===== src/core/dpwm_map.svh =====
// Register indices, field positions, reset values and prescaler counts
// for the dual PWM block.
// Assumes an APB slave where byte address = 4 x register index.
`ifndef DPWM_MAP_SVH
`define DPWM_MAP_SVH

// Register indices; the byte address is four times the index.
`define DPWM_IDX_PWMCTL 8'h07
`define DPWM_IDX_TMRCTL 8'h08
`define DPWM_IDX_PERIOD_A 8'h09
`define DPWM_IDX_PERIOD_B 8'h0a
`define DPWM_IDX_DUTY_A 8'h0b
`define DPWM_IDX_DUTY_B 8'h0c
`define DPWM_IDX_STATUS 8'h0d
`define DPWM_IDX_MASK 8'h0e
`define DPWM_IDX_COUNTERS 8'h0f
`define DPWM_IDX_LATCHES 8'h10
`define DPWM_IDX_SLEEP 8'h11

// Field positions of the timer control register.
`define DPWM_TMR_EN_B 7
`define DPWM_TMR_EN_A 6
`define DPWM_TMR_PS_B_HI 5
`define DPWM_TMR_PS_B_LO 3
`define DPWM_TMR_PS_A_HI 2
`define DPWM_TMR_PS_A_LO 0

// Field positions of the PWM control, status and mask registers.
`define DPWM_BIT_A 0
`define DPWM_BIT_B 1

// Reset values.
`define DPWM_RST_BYTE 8'h00
`define DPWM_RST_FLAGS 2'h0
`define DPWM_RST_WORD 32'h0000_0000

// Last prescaler count per select code (ratio minus one).
`define DPWM_PS_LAST0 8'h00
`define DPWM_PS_LAST1 8'h01
`define DPWM_PS_LAST2 8'h03
`define DPWM_PS_LAST3 8'h07
`define DPWM_PS_LAST4 8'h0f
`define DPWM_PS_LAST5 8'h3f
`define DPWM_PS_LAST6 8'h7f
`define DPWM_PS_LAST7 8'hff

`endif


===== src/core/dpwm_pkg.sv =====
// Types shared by the dual PWM block and its channel module.
// Assumes the constants of dpwm_map.svh for field meanings.
package dpwm_pkg;

    // Settings that steer one channel.
    typedef struct packed {
        logic [7:0] period;
        logic [7:0] duty;
        logic [2:0] prescale_sel;
        logic counter_enable;
        logic output_enable;
        logic run_allowed;
    } dpwm_chan_cfg_s;

    // State of one channel.
    typedef struct packed {
        logic [7:0] presc;
        logic [7:0] channel_counter;
        logic [7:0] duty_latch;
        logic pulse_out;
    } dpwm_chan_state_s;

    // State of the register file and bus slave.
    typedef struct packed {
        logic [1:0] pwm_enable;
        logic [7:0] tmrctl;
        logic [7:0] period_a;
        logic [7:0] period_b;
        logic [7:0] duty_buffer_a;
        logic [7:0] duty_buffer_b;
        logic [1:0] status;
        logic [1:0] mask;
        logic sleep_instruction;
        logic [31:0] prdata;
        logic pready;
        logic pslverr;
        logic irq;
    } dpwm_top_state_s;

endpackage


===== src/core/dpwm_chan.sv =====
// One PWM channel: prescaler, 8-bit counter, duty latch and output.
// Assumes configuration comes from registers in the same clock domain.
`timescale 1ns/1ps
`default_nettype none
`include "dpwm_map.svh"

module dpwm_chan
    import dpwm_pkg::*;
(
    // Clock and reset.
    input wire logic pclk,
    input wire logic presetn,
    // Configuration.
    input wire dpwm_chan_cfg_s cfg,
    // Channel state.
    output logic [7:0] channel_counter,
    output logic [7:0] duty_latch,
    output logic pulse_out,
    output logic channel_period_flag
);

    dpwm_chan_state_s s_reg;
    dpwm_chan_state_s s_next;
    logic [7:0] ps_last;
    logic run;
    logic tick;
    logic at_period;

    // Terminal prescaler count for the selected ratio.
    always_comb begin
        case (cfg.prescale_sel)
            3'h0: ps_last = `DPWM_PS_LAST0;
            3'h1: ps_last = `DPWM_PS_LAST1;
            3'h2: ps_last = `DPWM_PS_LAST2;
            3'h3: ps_last = `DPWM_PS_LAST3;
            3'h4: ps_last = `DPWM_PS_LAST4;
            3'h5: ps_last = `DPWM_PS_LAST5;
            3'h6: ps_last = `DPWM_PS_LAST6;
            default: ps_last = `DPWM_PS_LAST7;
        endcase
    end

    // Counting is allowed only when enabled and not held by sleep.
    assign run = cfg.counter_enable & cfg.run_allowed;
    // Greater-or-equal lets a ratio cut mid-count tick at once instead
    // of wrapping the prescaler through all of its states first.
    assign tick = run & (s_reg.presc >= ps_last);
    assign at_period = s_reg.channel_counter == cfg.period;

    // Next state: prescaler, counter, duty latch and output level.
    always_comb begin
        s_next = s_reg;
        channel_period_flag = 1'b0;
        // A stopped timer restarts its prescaler from zero.
        if (!run || tick) begin
            s_next.presc = 8'h00;
        end else begin
            s_next.presc = s_reg.presc + 8'h01;
        end
        if (tick) begin
            if (at_period) begin
                s_next.channel_counter = 8'h00;
                s_next.duty_latch = cfg.duty;
                s_next.pulse_out = (cfg.duty != 8'h00);
                channel_period_flag = 1'b1;
            end else begin
                s_next.channel_counter = s_reg.channel_counter + 8'h01;
                // The pin falls as the counter reaches the duty latch, so
                // the high phase lasts exactly duty ticks.
                if (s_next.channel_counter == s_reg.duty_latch) begin
                    s_next.pulse_out = 1'b0;
                end
            end
        end
        if (!cfg.output_enable) begin
            s_next.pulse_out = 1'b0;
        end
    end

    // State register.
    always_ff @(posedge pclk or negedge presetn) begin
        if (!presetn) begin
            s_reg <= '0;
        end else begin
            s_reg <= s_next;
        end
    end

    assign channel_counter = s_reg.channel_counter;
    assign duty_latch = s_reg.duty_latch;
    assign pulse_out = s_reg.pulse_out;

endmodule
`default_nettype wire


===== src/core/dpwm_top.sv =====
// Dual 8-bit PWM generator with period timers and an APB register file.
// Assumes a single 40 MHz pclk, an APB master in the same domain and
// a conversion_running level from the converter in the same domain.
//
// The APB interface to the registers and the address map are this design's own decisions.
`timescale 1ns/1ps
`default_nettype none
`include "dpwm_map.svh"

// Functional notes
// - Two PWM outputs, each 8-bit resolution from period and duty.
// - Each channel has an 8-bit up-counter behind a prescaler.
// - Timer control bit 6 enables counter A, bit 7 counter B.
// - Counter equal to period: clear, output high, latch duty, flag.
// - A zero duty keeps the output low for the whole period.
// - Period lasts (period + 1) times the prescaler ratio in clocks.
// - Duty latch equal to counter drives the output low.
// - Duty buffer writable anytime; latched only at a period boundary.
// - High time equals duty times the prescaler ratio in clocks.
// - The flag sets in the cycle the period match raises the output.
// - Three-bit prescaler select gives 1,2,4,8,16,64,128,256; zero is 1.
// - Both prescaler selects clear on every reset.
// - In sleep both counters stop unless a conversion is running.
// - During sleep the PWM logic keeps its clock.
module dpwm_top
    import dpwm_pkg::*;
(
    // Clock and reset.
    input wire logic pclk,
    input wire logic presetn,
    // APB slave.
    input wire logic psel,
    input wire logic penable,
    input wire logic pwrite,
    input wire logic [11:0] paddr,
    input wire logic [31:0] pwdata,
    input wire logic [3:0] pstrb,
    output logic [31:0] prdata,
    output logic pready,
    output logic pslverr,
    // Converter status, used for the sleep hold.
    input wire logic conversion_running,
    // Interrupt.
    output logic irq,
    // PWM pins.
    output logic pulse_out_a,
    output logic pulse_out_b
);

    dpwm_top_state_s s_reg;
    dpwm_top_state_s s_next;

    // Channel configuration and results.
    dpwm_chan_cfg_s cfg_a;
    dpwm_chan_cfg_s cfg_b;
    logic [7:0] counter_a;
    logic [7:0] counter_b;
    logic [7:0] duty_latch_a;
    logic [7:0] duty_latch_b;
    logic flag_a;
    logic flag_b;
    logic [1:0] period_events;

    // Bus decode helpers.
    logic setup_phase;
    logic access_done;
    logic [7:0] reg_index;
    logic addr_ok;
    logic hit_pwmctl;
    logic hit_tmrctl;
    logic hit_period_a;
    logic hit_period_b;
    logic hit_duty_a;
    logic hit_duty_b;
    logic hit_status;
    logic hit_mask;
    logic hit_counters;
    logic hit_latches;
    logic hit_sleep;
    logic mapped;
    logic lane0;
    logic run_allowed;
    logic [31:0] read_word;

    // The counters stop in sleep only if the converter is idle; the
    // clock itself is never gated here so PWM keeps running.
    assign run_allowed = ~s_reg.sleep_instruction
        | conversion_running;

    // Channel A settings.
    always_comb begin
        cfg_a.period = s_reg.period_a;
        cfg_a.duty = s_reg.duty_buffer_a;
        cfg_a.prescale_sel =
            s_reg.tmrctl[`DPWM_TMR_PS_A_HI:`DPWM_TMR_PS_A_LO];
        cfg_a.counter_enable = s_reg.tmrctl[`DPWM_TMR_EN_A];
        cfg_a.output_enable = s_reg.pwm_enable[`DPWM_BIT_A];
        cfg_a.run_allowed = run_allowed;
    end

    // Channel B settings.
    always_comb begin
        cfg_b.period = s_reg.period_b;
        cfg_b.duty = s_reg.duty_buffer_b;
        cfg_b.prescale_sel =
            s_reg.tmrctl[`DPWM_TMR_PS_B_HI:`DPWM_TMR_PS_B_LO];
        cfg_b.counter_enable = s_reg.tmrctl[`DPWM_TMR_EN_B];
        cfg_b.output_enable = s_reg.pwm_enable[`DPWM_BIT_B];
        cfg_b.run_allowed = run_allowed;
    end

    // Channel A.
    dpwm_chan u_chan_a (
        .pclk(pclk),
        .presetn(presetn),
        .cfg(cfg_a),
        .channel_counter(counter_a),
        .duty_latch(duty_latch_a),
        .pulse_out(pulse_out_a),
        .channel_period_flag(flag_a)
    );

    // Channel B.
    dpwm_chan u_chan_b (
        .pclk(pclk),
        .presetn(presetn),
        .cfg(cfg_b),
        .channel_counter(counter_b),
        .duty_latch(duty_latch_b),
        .pulse_out(pulse_out_b),
        .channel_period_flag(flag_b)
    );

    assign period_events = {flag_b, flag_a};

    // APB phases. The slave answers with pready in the first access
    // cycle, so every transfer is two cycles with no wait states.
    assign setup_phase = psel & ~penable;
    assign access_done = psel & penable & s_reg.pready;
    assign reg_index = paddr[9:2];
    assign addr_ok = (paddr[1:0] == 2'h0) & (paddr[11:10] == 2'h0);
    // Registers are eight bits wide, so only byte lane 0 stores.
    assign lane0 = pstrb[0];

    // Address decode.
    always_comb begin
        hit_pwmctl = 1'b0;
        hit_tmrctl = 1'b0;
        hit_period_a = 1'b0;
        hit_period_b = 1'b0;
        hit_duty_a = 1'b0;
        hit_duty_b = 1'b0;
        hit_status = 1'b0;
        hit_mask = 1'b0;
        hit_counters = 1'b0;
        hit_latches = 1'b0;
        hit_sleep = 1'b0;
        if (!addr_ok) begin
            hit_pwmctl = 1'b0;
        end else if (reg_index == `DPWM_IDX_PWMCTL) begin
            hit_pwmctl = 1'b1;
        end else if (reg_index == `DPWM_IDX_TMRCTL) begin
            hit_tmrctl = 1'b1;
        end else if (reg_index == `DPWM_IDX_PERIOD_A) begin
            hit_period_a = 1'b1;
        end else if (reg_index == `DPWM_IDX_PERIOD_B) begin
            hit_period_b = 1'b1;
        end else if (reg_index == `DPWM_IDX_DUTY_A) begin
            hit_duty_a = 1'b1;
        end else if (reg_index == `DPWM_IDX_DUTY_B) begin
            hit_duty_b = 1'b1;
        end else if (reg_index == `DPWM_IDX_STATUS) begin
            hit_status = 1'b1;
        end else if (reg_index == `DPWM_IDX_MASK) begin
            hit_mask = 1'b1;
        end else if (reg_index == `DPWM_IDX_COUNTERS) begin
            hit_counters = 1'b1;
        end else if (reg_index == `DPWM_IDX_LATCHES) begin
            hit_latches = 1'b1;
        end else if (reg_index == `DPWM_IDX_SLEEP) begin
            hit_sleep = 1'b1;
        end
    end

    assign mapped = hit_pwmctl | hit_tmrctl | hit_period_a | hit_period_b
        | hit_duty_a | hit_duty_b | hit_status | hit_mask | hit_counters
        | hit_latches | hit_sleep;

    // Read multiplexer; unused bits read as zero.
    always_comb begin
        read_word = `DPWM_RST_WORD;
        if (hit_pwmctl) begin
            read_word[1:0] = s_reg.pwm_enable;
        end else if (hit_tmrctl) begin
            read_word[7:0] = s_reg.tmrctl;
        end else if (hit_period_a) begin
            read_word[7:0] = s_reg.period_a;
        end else if (hit_period_b) begin
            read_word[7:0] = s_reg.period_b;
        end else if (hit_duty_a) begin
            read_word[7:0] = s_reg.duty_buffer_a;
        end else if (hit_duty_b) begin
            read_word[7:0] = s_reg.duty_buffer_b;
        end else if (hit_status) begin
            read_word[1:0] = s_reg.status;
        end else if (hit_mask) begin
            read_word[1:0] = s_reg.mask;
        end else if (hit_counters) begin
            // Counters are visible to software only, never writable.
            read_word[15:0] = {counter_b, counter_a};
        end else if (hit_latches) begin
            read_word[15:0] = {duty_latch_b, duty_latch_a};
        end else if (hit_sleep) begin
            read_word[0] = s_reg.sleep_instruction;
        end
    end

    // Next state of the register file and bus outputs.
    always_comb begin
        s_next = s_reg;
        // One-cycle ready: raised after setup, dropped after access.
        s_next.pready = setup_phase;
        s_next.pslverr = setup_phase & ~mapped;
        if (setup_phase) begin
            s_next.prdata = pwrite ? `DPWM_RST_WORD : read_word;
        end
        // Writes land only at the completing access edge. Duty buffers
        // may change at any time; the channel latches them later.
        if (access_done && pwrite && lane0) begin
            if (hit_pwmctl) begin
                s_next.pwm_enable = pwdata[1:0];
            end else if (hit_tmrctl) begin
                s_next.tmrctl = pwdata[7:0];
            end else if (hit_period_a) begin
                s_next.period_a = pwdata[7:0];
            end else if (hit_period_b) begin
                s_next.period_b = pwdata[7:0];
            end else if (hit_duty_a) begin
                s_next.duty_buffer_a = pwdata[7:0];
            end else if (hit_duty_b) begin
                s_next.duty_buffer_b = pwdata[7:0];
            end else if (hit_status) begin
                s_next.status = s_reg.status & ~pwdata[1:0];
            end else if (hit_mask) begin
                s_next.mask = pwdata[1:0];
            end else if (hit_sleep) begin
                s_next.sleep_instruction = pwdata[0];
            end
        end
        // A period event in the clearing cycle is kept: set wins.
        s_next.status = s_next.status | period_events;
        s_next.irq = |(s_next.status & s_next.mask);
    end

    // State register. Reset clears every field, including both
    // prescaler selects in the timer control register.
    always_ff @(posedge pclk or negedge presetn) begin
        if (!presetn) begin
            s_reg <= '0;
        end else begin
            s_reg <= s_next;
        end
    end

    // Bus and interrupt outputs come straight from the state register.
    assign prdata = s_reg.prdata;
    assign pready = s_reg.pready;
    assign pslverr = s_reg.pslverr;
    assign irq = s_reg.irq;

endmodule
`default_nettype wire


===== config.mk =====
export PLATFORM = sky130hd
export DESIGN_NAME = dpwm_top
export DESIGN_NICKNAME = d
export VERILOG_FILES = /design/src/core/dpwm_pkg.sv /design/src/core/dpwm_chan.sv /design/src/core/dpwm_top.sv
export VERILOG_INCLUDE_DIRS = /design/src /design/src/core
export SDC_FILE = /design/constraint.sdc
export NUM_CORES = 1
export LEC_CHECK = 0
export BUFFER_PORTS_ARGS = -buffer_cell sky130_fd_sc_hd__buf_4
export CORE_MARGIN = 5
export CORE_UTILIZATION = 60
export CTS_CLUSTER_SIZE = 8
export DETAILED_ROUTE_END_ITERATION = 16
export PLACE_DENSITY_LB_ADDON = 0.05
export SYNTH_ARGS = -nofsm -noshare
export SYNTH_HDL_FRONTEND = slang
export SYNTH_SLANG_ARGS = --single-unit

===== constraint.sdc =====
create_clock -name pclk -period 5.4 [get_ports pclk]
set_clock_uncertainty 0.2 [all_clocks]
set_input_delay 1.08 -clock pclk [delete_from_list [all_inputs] [get_ports pclk]]
set_output_delay 1.08 -clock pclk [all_outputs]
set_load 0.02 [all_outputs]

==> impl_metrics.json, run 1 <==
{
  "cts_root_buf": "clkbuf_16",
  "final_weighted_congestion_of_routability_driven_global_placement": 1.01,
  "synth_sequential_area_ratio_pct": 41.2,
  "portBuffers": 47,
  "area_delta_synth_final_pct": 11.9,
  "drt-initial-drc-count": 567,
  "synth_edf_count": 0,
  "yosys.area.top_type": "dfrtp_1",
  "detailedPlacementHpwl_um": 13800,
  "final_net_count": 784,
  "slew_headroom_pct": 31.0,
  "cts_post_setup_buffers_inserted": 0,
  "xor_xnor_share_of_the_synthesized_area_pct": 6.34,
  "layout.cell_area.non_filler_mm2": 0.00789,
  "layout_common_cells": "dfrtp_1, mux2_2, buf_4",
  "layout.cells.non_filler": 866,
  "synth.distinct_cells": 78,
  "synth-compound-area-share_pct": 17.0,
  "post-route-min-period_ns": 3.18,
  "synth_adder_area_share_pct": 3.55,
  "setup_violations": 0,
  "routedWlPerCell_um": 21.9,
  "post_cts.resized_instances": 0,
  "core_area_mm2": 0.0115,
  "timing_max_transition_violations_final": 0,
  "initial_core_util_pct": 61.5,
  "syn_area_per_cell_um2": 10.2,
  "synth_top_cell_area_share_pct": 41.2,
  "postCtsHoldBufs": 0,
  "dr.pass1.iters": 5,
  "postSynthCellCount": 688,
  "powerDensity_mw_per_mm2": 266,
  "maximum_clock_frequency_mhz": 314,
  "synth_top_flop_cell": "dfrtp_1",
  "final-hold-violation-count": 0,
  "worst_setup_path_start_kind": "input pin",
  "top_level_port_count": 91,
  "total_length_of_routed_wires_um": 19000,
  "placed_inst_area_mm2": 0.00729,
  "cts_buffer_depth": 2,
  "postSynth.asyncResetShare_pct": 100,
  "crit_fanout": 9,
  "run_status": "finished, final reports clean",
  "filler_cell_count": 890,
  "die-width_um": 118,
  "vias_per_cell": 6.59,
  "number_of_warnings_issued_by_yosys": 0,
  "critical_path.endpoint_type": "register",
  "layout_commonest_cell": "dfrtp_1",
  "ant_nets": 0,
  "number_of_cts_inserted_buffers": 17,
  "num_rows": 39,
  "drc": 0,
  "placement.setup.worst_slack_ns": 1.88,
  "netlist_area_pre_place_mm2": 0.00705,
  "clock_network_latency_to_the_later_pin_of_the_worst_skew_pair_ns": 0.42,
  "synth.ff_latch_count": 116,
  "finalSetupTns_ns": 0,
  "crit_path_setup_slack_layout_ns": 2.22,
  "global_route.overflow_total": 0,
  "share_of_synthesized_cell_area_in_and_or_nand_and_nor_gates_pct": 16.2,
  "power.ir.vdd_worst_mv": 0.207,
  "routed-via-count": 5709,
  "cts.sinks": 116,
  "rsz0062_at_grt": "false",
  "place_inst": 834,
  "path_clk_slew_ns": 0.05,
  "critPathRequiredTime_ns": 5.53,
  "initial_antenna_violation_count": 1,
  "tritoncts": "yes",
  "first_global_vias": 5696,
  "min_path_type": "register to register",
  "grt_first_pass_wirelength_um": 31000,
  "htreeDepth": 4,
  "layout-drive-gt1-share_pct": 21.9,
  "drv_cap": 0,
  "synthMuxAreaShare_pct": 9.53,
  "ys_top_cells_by_area": "dfrtp_1, mux2_2, xor2_1, ha_1, buf_4",
  "critical_path_class": "input pin to register",
  "total_leakage_power_nw": 3.68,
  "largest_family_of_logic_cells_by_synthesized_area": "compound AO/OA/AOI/OAI gates",
  "largest_net_degree_at_the_start_of_global_routing": 83,
  "diodes": 0,
  "die_y_um": 118,
  "ratio_of_final_minimum_period_to_clock_period_pct": 58.9,
  "tightestPinTransition_ns": 1.04,
  "dieArea_mm2": 0.0140,
  "critPathArrivalTime_ns": 3.31,
  "grt_usage_pct": 27.6
}
-- worst paths after layout --
| check | endpoint | from | cells after the start | slack, ns |
|---|---|---|---|---|
| max in group asynchronous | cfg_a[15] | presetn | 2 | 3.33 |
| min in group asynchronous | u_chan_b.channel_counter[2] | presetn | 1 | 0.64 |
| hold reg to reg | prdata[11] | prdata[11] | 2 | 0.28 |
| hold / removal | prdata[11] | prdata[11] | 2 | 0.28 |
| setup / recovery | prdata[2] | paddr[6] | 6 | 2.22 |
| setup reg to reg | u_chan_a.duty_latch[7] | cfg_a[4] | 7 | 2.33 |
-- kinds of logic after synthesis --
| logic type | after synthesis |
|---|---|
| adder cells (fa/ha/maj) | 20 |
| XOR/XNOR | 51 |
| buffers and inverters | 78 |
| AO/OA/AOI/OAI | 166 |
| flip-flops | 116 |
| other | 1 |
| multiplexers | 60 |
| AND/OR/NAND/NOR | 196 |
-- per-layer routing --
metal	GRT usage, %	up-vias	wire length [um]
li1	-	2566	-
met4	11.3	2	587
met3	8.12	53	1720
met2	40.0	293	8400
met5	0	-	13
met1	38.8	2795	8270
-- report_power, final --
group	internal (mW)	leakage [nW]	switching [mW]
sequential	0.871	1.59	0.000420
combinational	0.0262	1.80	0.0686
clock	0.735	0.295	0.394
-- critical path, stage by stage --
cell and delay [ns]:
buf_4 0.13, nor4_4 0.54, nand3_1 0.47, nor3_1 0.69, o221ai_1 0.26, o211ai_1 0.14
-- Yosys cell counts (3+ instances only) --
cell	count
dfrtp_1	116
mux2_2	49
nand2_1	47
nor2_1	36
xor2_1	33
buf_4	32
o21ai_0	28
nand3_1	26
a21oi_1	20
ha_1	20
xnor2_1	18
a22oi_1	17
clkbuf_1	16
inv_1	16
o31ai_1	15
buf_2	12
nand2b_1	11
mux2_1	8
nand4_1	8
nor2b_1	8
a21o_1	7
a31oi_1	7
and3_1	7
nor3_1	7
o2111ai_1	7
o41ai_1	6
a221oi_1	5
a32oi_1	5
and2_1	5
nor4_1	5
nor4_4	5
o22a_1	5
o22ai_1	5
a21boi_0	4
nor2_2	4
o211ai_1	4
o221a_2	4
or3_1	4
a221o_1	3
mux2i_1	3
-- layout make-up --
type	count	area (um2)	share of cell area [%]
Multi-Input combinational cell	509	3770	47.9
Sequential cell	116	2900	36.8
Clock buffer	23	498	6.32
Timing Repair Buffer	49	368	4.67
Tap cell	143	179	2.27
Clock inverter	9	100	1.27
Inverter	17	63.8	0.809
-- metrics by stage --
stage | power (mW) | utilization, % | hold slack, ns
after floorplan | 0.938 | - | 0.250
after global placement | 0.978 | 63.5 | 0.265
after detailed placement | 0.980 | 63.5 | 0.275
after CTS | 2.11 | 68.8 | 0.285
after global routing | 2.16 | 68.8 | 0.306
final | 2.10 | 68.8 | 0.281
(Power assumes the default switching activity.)
==> inputs of run 2 (changes only) <==
--- a/config.mk
+++ b/config.mk
@@ -8,7 +8,7 @@
 export LEC_CHECK = 0
 export BUFFER_PORTS_ARGS = -buffer_cell sky130_fd_sc_hd__buf_4
 export CORE_MARGIN = 5
-export CORE_UTILIZATION = 60
+export CORE_UTILIZATION = 53
 export CTS_CLUSTER_SIZE = 8
 export DETAILED_ROUTE_END_ITERATION = 16
 export PLACE_DENSITY_LB_ADDON = 0.05
==> constraint.sdc (replaced) <==
create_clock -name pclk -period 2.9 [get_ports pclk]
set_clock_uncertainty 0.2 [all_clocks]
set_input_delay 0.58 -clock pclk [delete_from_list [all_inputs] [get_ports pclk]]
set_output_delay 0.58 -clock pclk [all_outputs]
set_load 0.02 [all_outputs]
==> run 2 against run 1 <==
Combinational power grew 100%. Cell area increased by 3.0%. Utilization decreased by 6.9 points. Critical path type is now register to register.
==> impl_metrics.json, run 2 (synthesis gave the netlist of run 1 again) <==
{
  "portBuffers": 47,
  "drc": 0,
  "layout_commonest_cell": "dfrtp_1",
  "layout_common_cells": "dfrtp_1, buf_4, mux2_2",
  "sw_ratio_pct": 23.0,
  "drt-initial-drc-count": 514,
  "top_level_port_count": 91,
  "dr.pass1.iters": 6,
  "grt_usage_pct": 25.7,
  "cts_buffer_depth": 2,
  "htreeDepth": 4,
  "final_net_count": 817,
  "grt_first_pass_wirelength_um": 31700,
  "fraction_of_power_consumed_by_combinational_cells_pct": 5.3,
  "final_weighted_congestion_of_routability_driven_global_placement": 0.956,
  "placed_inst_area_mm2": 0.00759,
  "rsz0062_at_grt": "false",
  "vias_per_cell": 6.18,
  "post-route-min-period_ns": 2.79,
  "finalSetupTns_ns": 0,
  "critPathArrivalTime_ns": 2.88,
  "cts.sinks": 116,
  "drv_cap": 0,
  "timing_max_transition_violations_final": 0,
  "layout.cells.non_filler": 931,
  "power.net_switching_mw": 0.837,
  "layout-drive-gt1-share_pct": 24.5,
  "initial_core_util_pct": 53.6,
  "crit_fanout": 8,
  "number_of_cts_inserted_buffers": 17,
  "critical_path.endpoint_type": "register",
  "run_status": "finished, final reports clean",
  "cts_root_buf": "clkbuf_16",
  "initial_antenna_violation_count": 0,
  "die-width_um": 125,
  "share_of_the_core_filled_with_cells_in_the_final_layout_pct": 61.8,
  "layout.cell_area.non_filler_mm2": 0.00813,
  "p_int_mw": 2.80,
  "clock_network_latency_to_the_later_pin_of_the_worst_skew_pair_ns": 0.42,
  "worst_setup_path_start_kind": "register",
  "num_rows": 42,
  "flop_pwr_share_pct": 44.6,
  "total_leakage_power_nw": 3.81,
  "ant_nets": 0,
  "core_area_mm2": 0.0131,
  "first_global_vias": 5633,
  "final-hold-violation-count": 0,
  "path_clk_slew_ns": 0.05,
  "cts_post_setup_buffers_inserted": 0,
  "min_path_type": "input pin to register",
  "diodes": 0,
  "tritoncts": "yes",
  "global_route.overflow_total": 0,
  "tightestPinTransition_ns": 0.628,
  "routedWlPerCell_um": 21.2,
  "area_delta_synth_final_pct": 15.3,
  "slew_headroom_pct": 58.1,
  "detailedPlacementHpwl_um": 15000,
  "die_y_um": 125,
  "clockPowerShare_pct": 50.1,
  "largest_net_degree_at_the_start_of_global_routing": 58,
  "ratio_of_final_minimum_period_to_clock_period_pct": 96.3,
  "powerDensity_mw_per_mm2": 448,
  "critPathRequiredTime_ns": 2.99,
  "setup_violations": 0,
  "routed-via-count": 5757,
  "power.ir.vdd_worst_mv": 0.332,
  "dieArea_mm2": 0.0157,
  "critical_path_class": "register to register",
  "total_length_of_routed_wires_um": 19700,
  "maximum_clock_frequency_mhz": 358,
  "place_inst": 899
}
==> run 2: cell count changes in the layout (fill, tap and decap cells not counted), moves of 2 or more <==
| cell | previous run | this run |
|---|---|---|
| buf_12 | 0 | 2 |
| buf_4 | 49 | 79 |
| bufinv_16 | 2 | 0 |
| clkbuf_1 | 1 | 7 |
| clkbuf_8 | 5 | 2 |
==> run 2: stage by stage <==
step / power [mW] / hold WS (ns) / setup slack [ns]
floorplan: 1.75 / 0.0844 / 0.116
global placement: 1.84 / 0.264 / 0.0777
detailed placement: 1.84 / 0.271 / 0.0198
CTS: 3.67 / 0.232 / 0.00322
global route: 3.76 / 0.254 / 0.0109
finish: 3.64 / 0.243 / 0.109
==> run 2: layout make-up <==
class,count,area [um2]
fill,1124,5010
multi-input combinational,509,3790
sequential,116,2900
timing repair buffer,82,643
clock buffer,26,479
tap,176,220
inverter,17,63.8
clock inverter,5,27.5
==> run 2: metal layers <==
metal	global-route usage, %	routed length [um]	up-vias
li1	-	-	2635
met5	0	0	-
met3	5.80	1500	34
met2	37.3	8710	274
met4	9.44	440	0
met1	37.6	9080	2814
==> run 2: timing repair <==
| action | in CTS | in global routing |
|---|---|---|
| endpoints found under the hold margin | 33 | 0 |
| hold buffers | 1 | 0 |
| resized for setup | 0 | 4 |
| endpoints found under the setup margin | 0 | 18 |
==> run 2: worst paths after layout <==
check / from / to / slack [ns] / cells after the start
max: cfg_a[3] / u_chan_a.duty_latch[1] / 0.11 / 7
min: pwdata[5] / cfg_b[5] / 0.24 / 3
max reg2reg: cfg_a[3] / u_chan_a.duty_latch[1] / 0.11 / 7
min reg2reg: prdata[13] / prdata[13] / 0.27 / 2
max in group asynchronous: presetn / u_chan_b.s_reg[20] / 1.30 / 3
min in group asynchronous: presetn / prdata[11] / 0.47 / 2
==> run 2: critical path: stages, from the launching register on <==
cell and delay [ns]:
dfrtp_1 0.38, or3_1 0.38, ha_1 0.29, nand2b_1 0.14, a211o_1 0.32, a221o_2 0.45, nand3_4 0.16, mux2_1 0.34
==> run 2: power groups by stage <==
stage	clock (mW)	sequential, mW	combinational [mW]
4_1_cts	1.85	1.62	0.190
2_1_floorplan	0	1.65	0.0930
5_1_grt	1.93	1.62	0.208
6_report	1.83	1.62	0.191
3_5_place_dp	0	1.65	0.188
3_3_place_gp	0	1.65	0.186
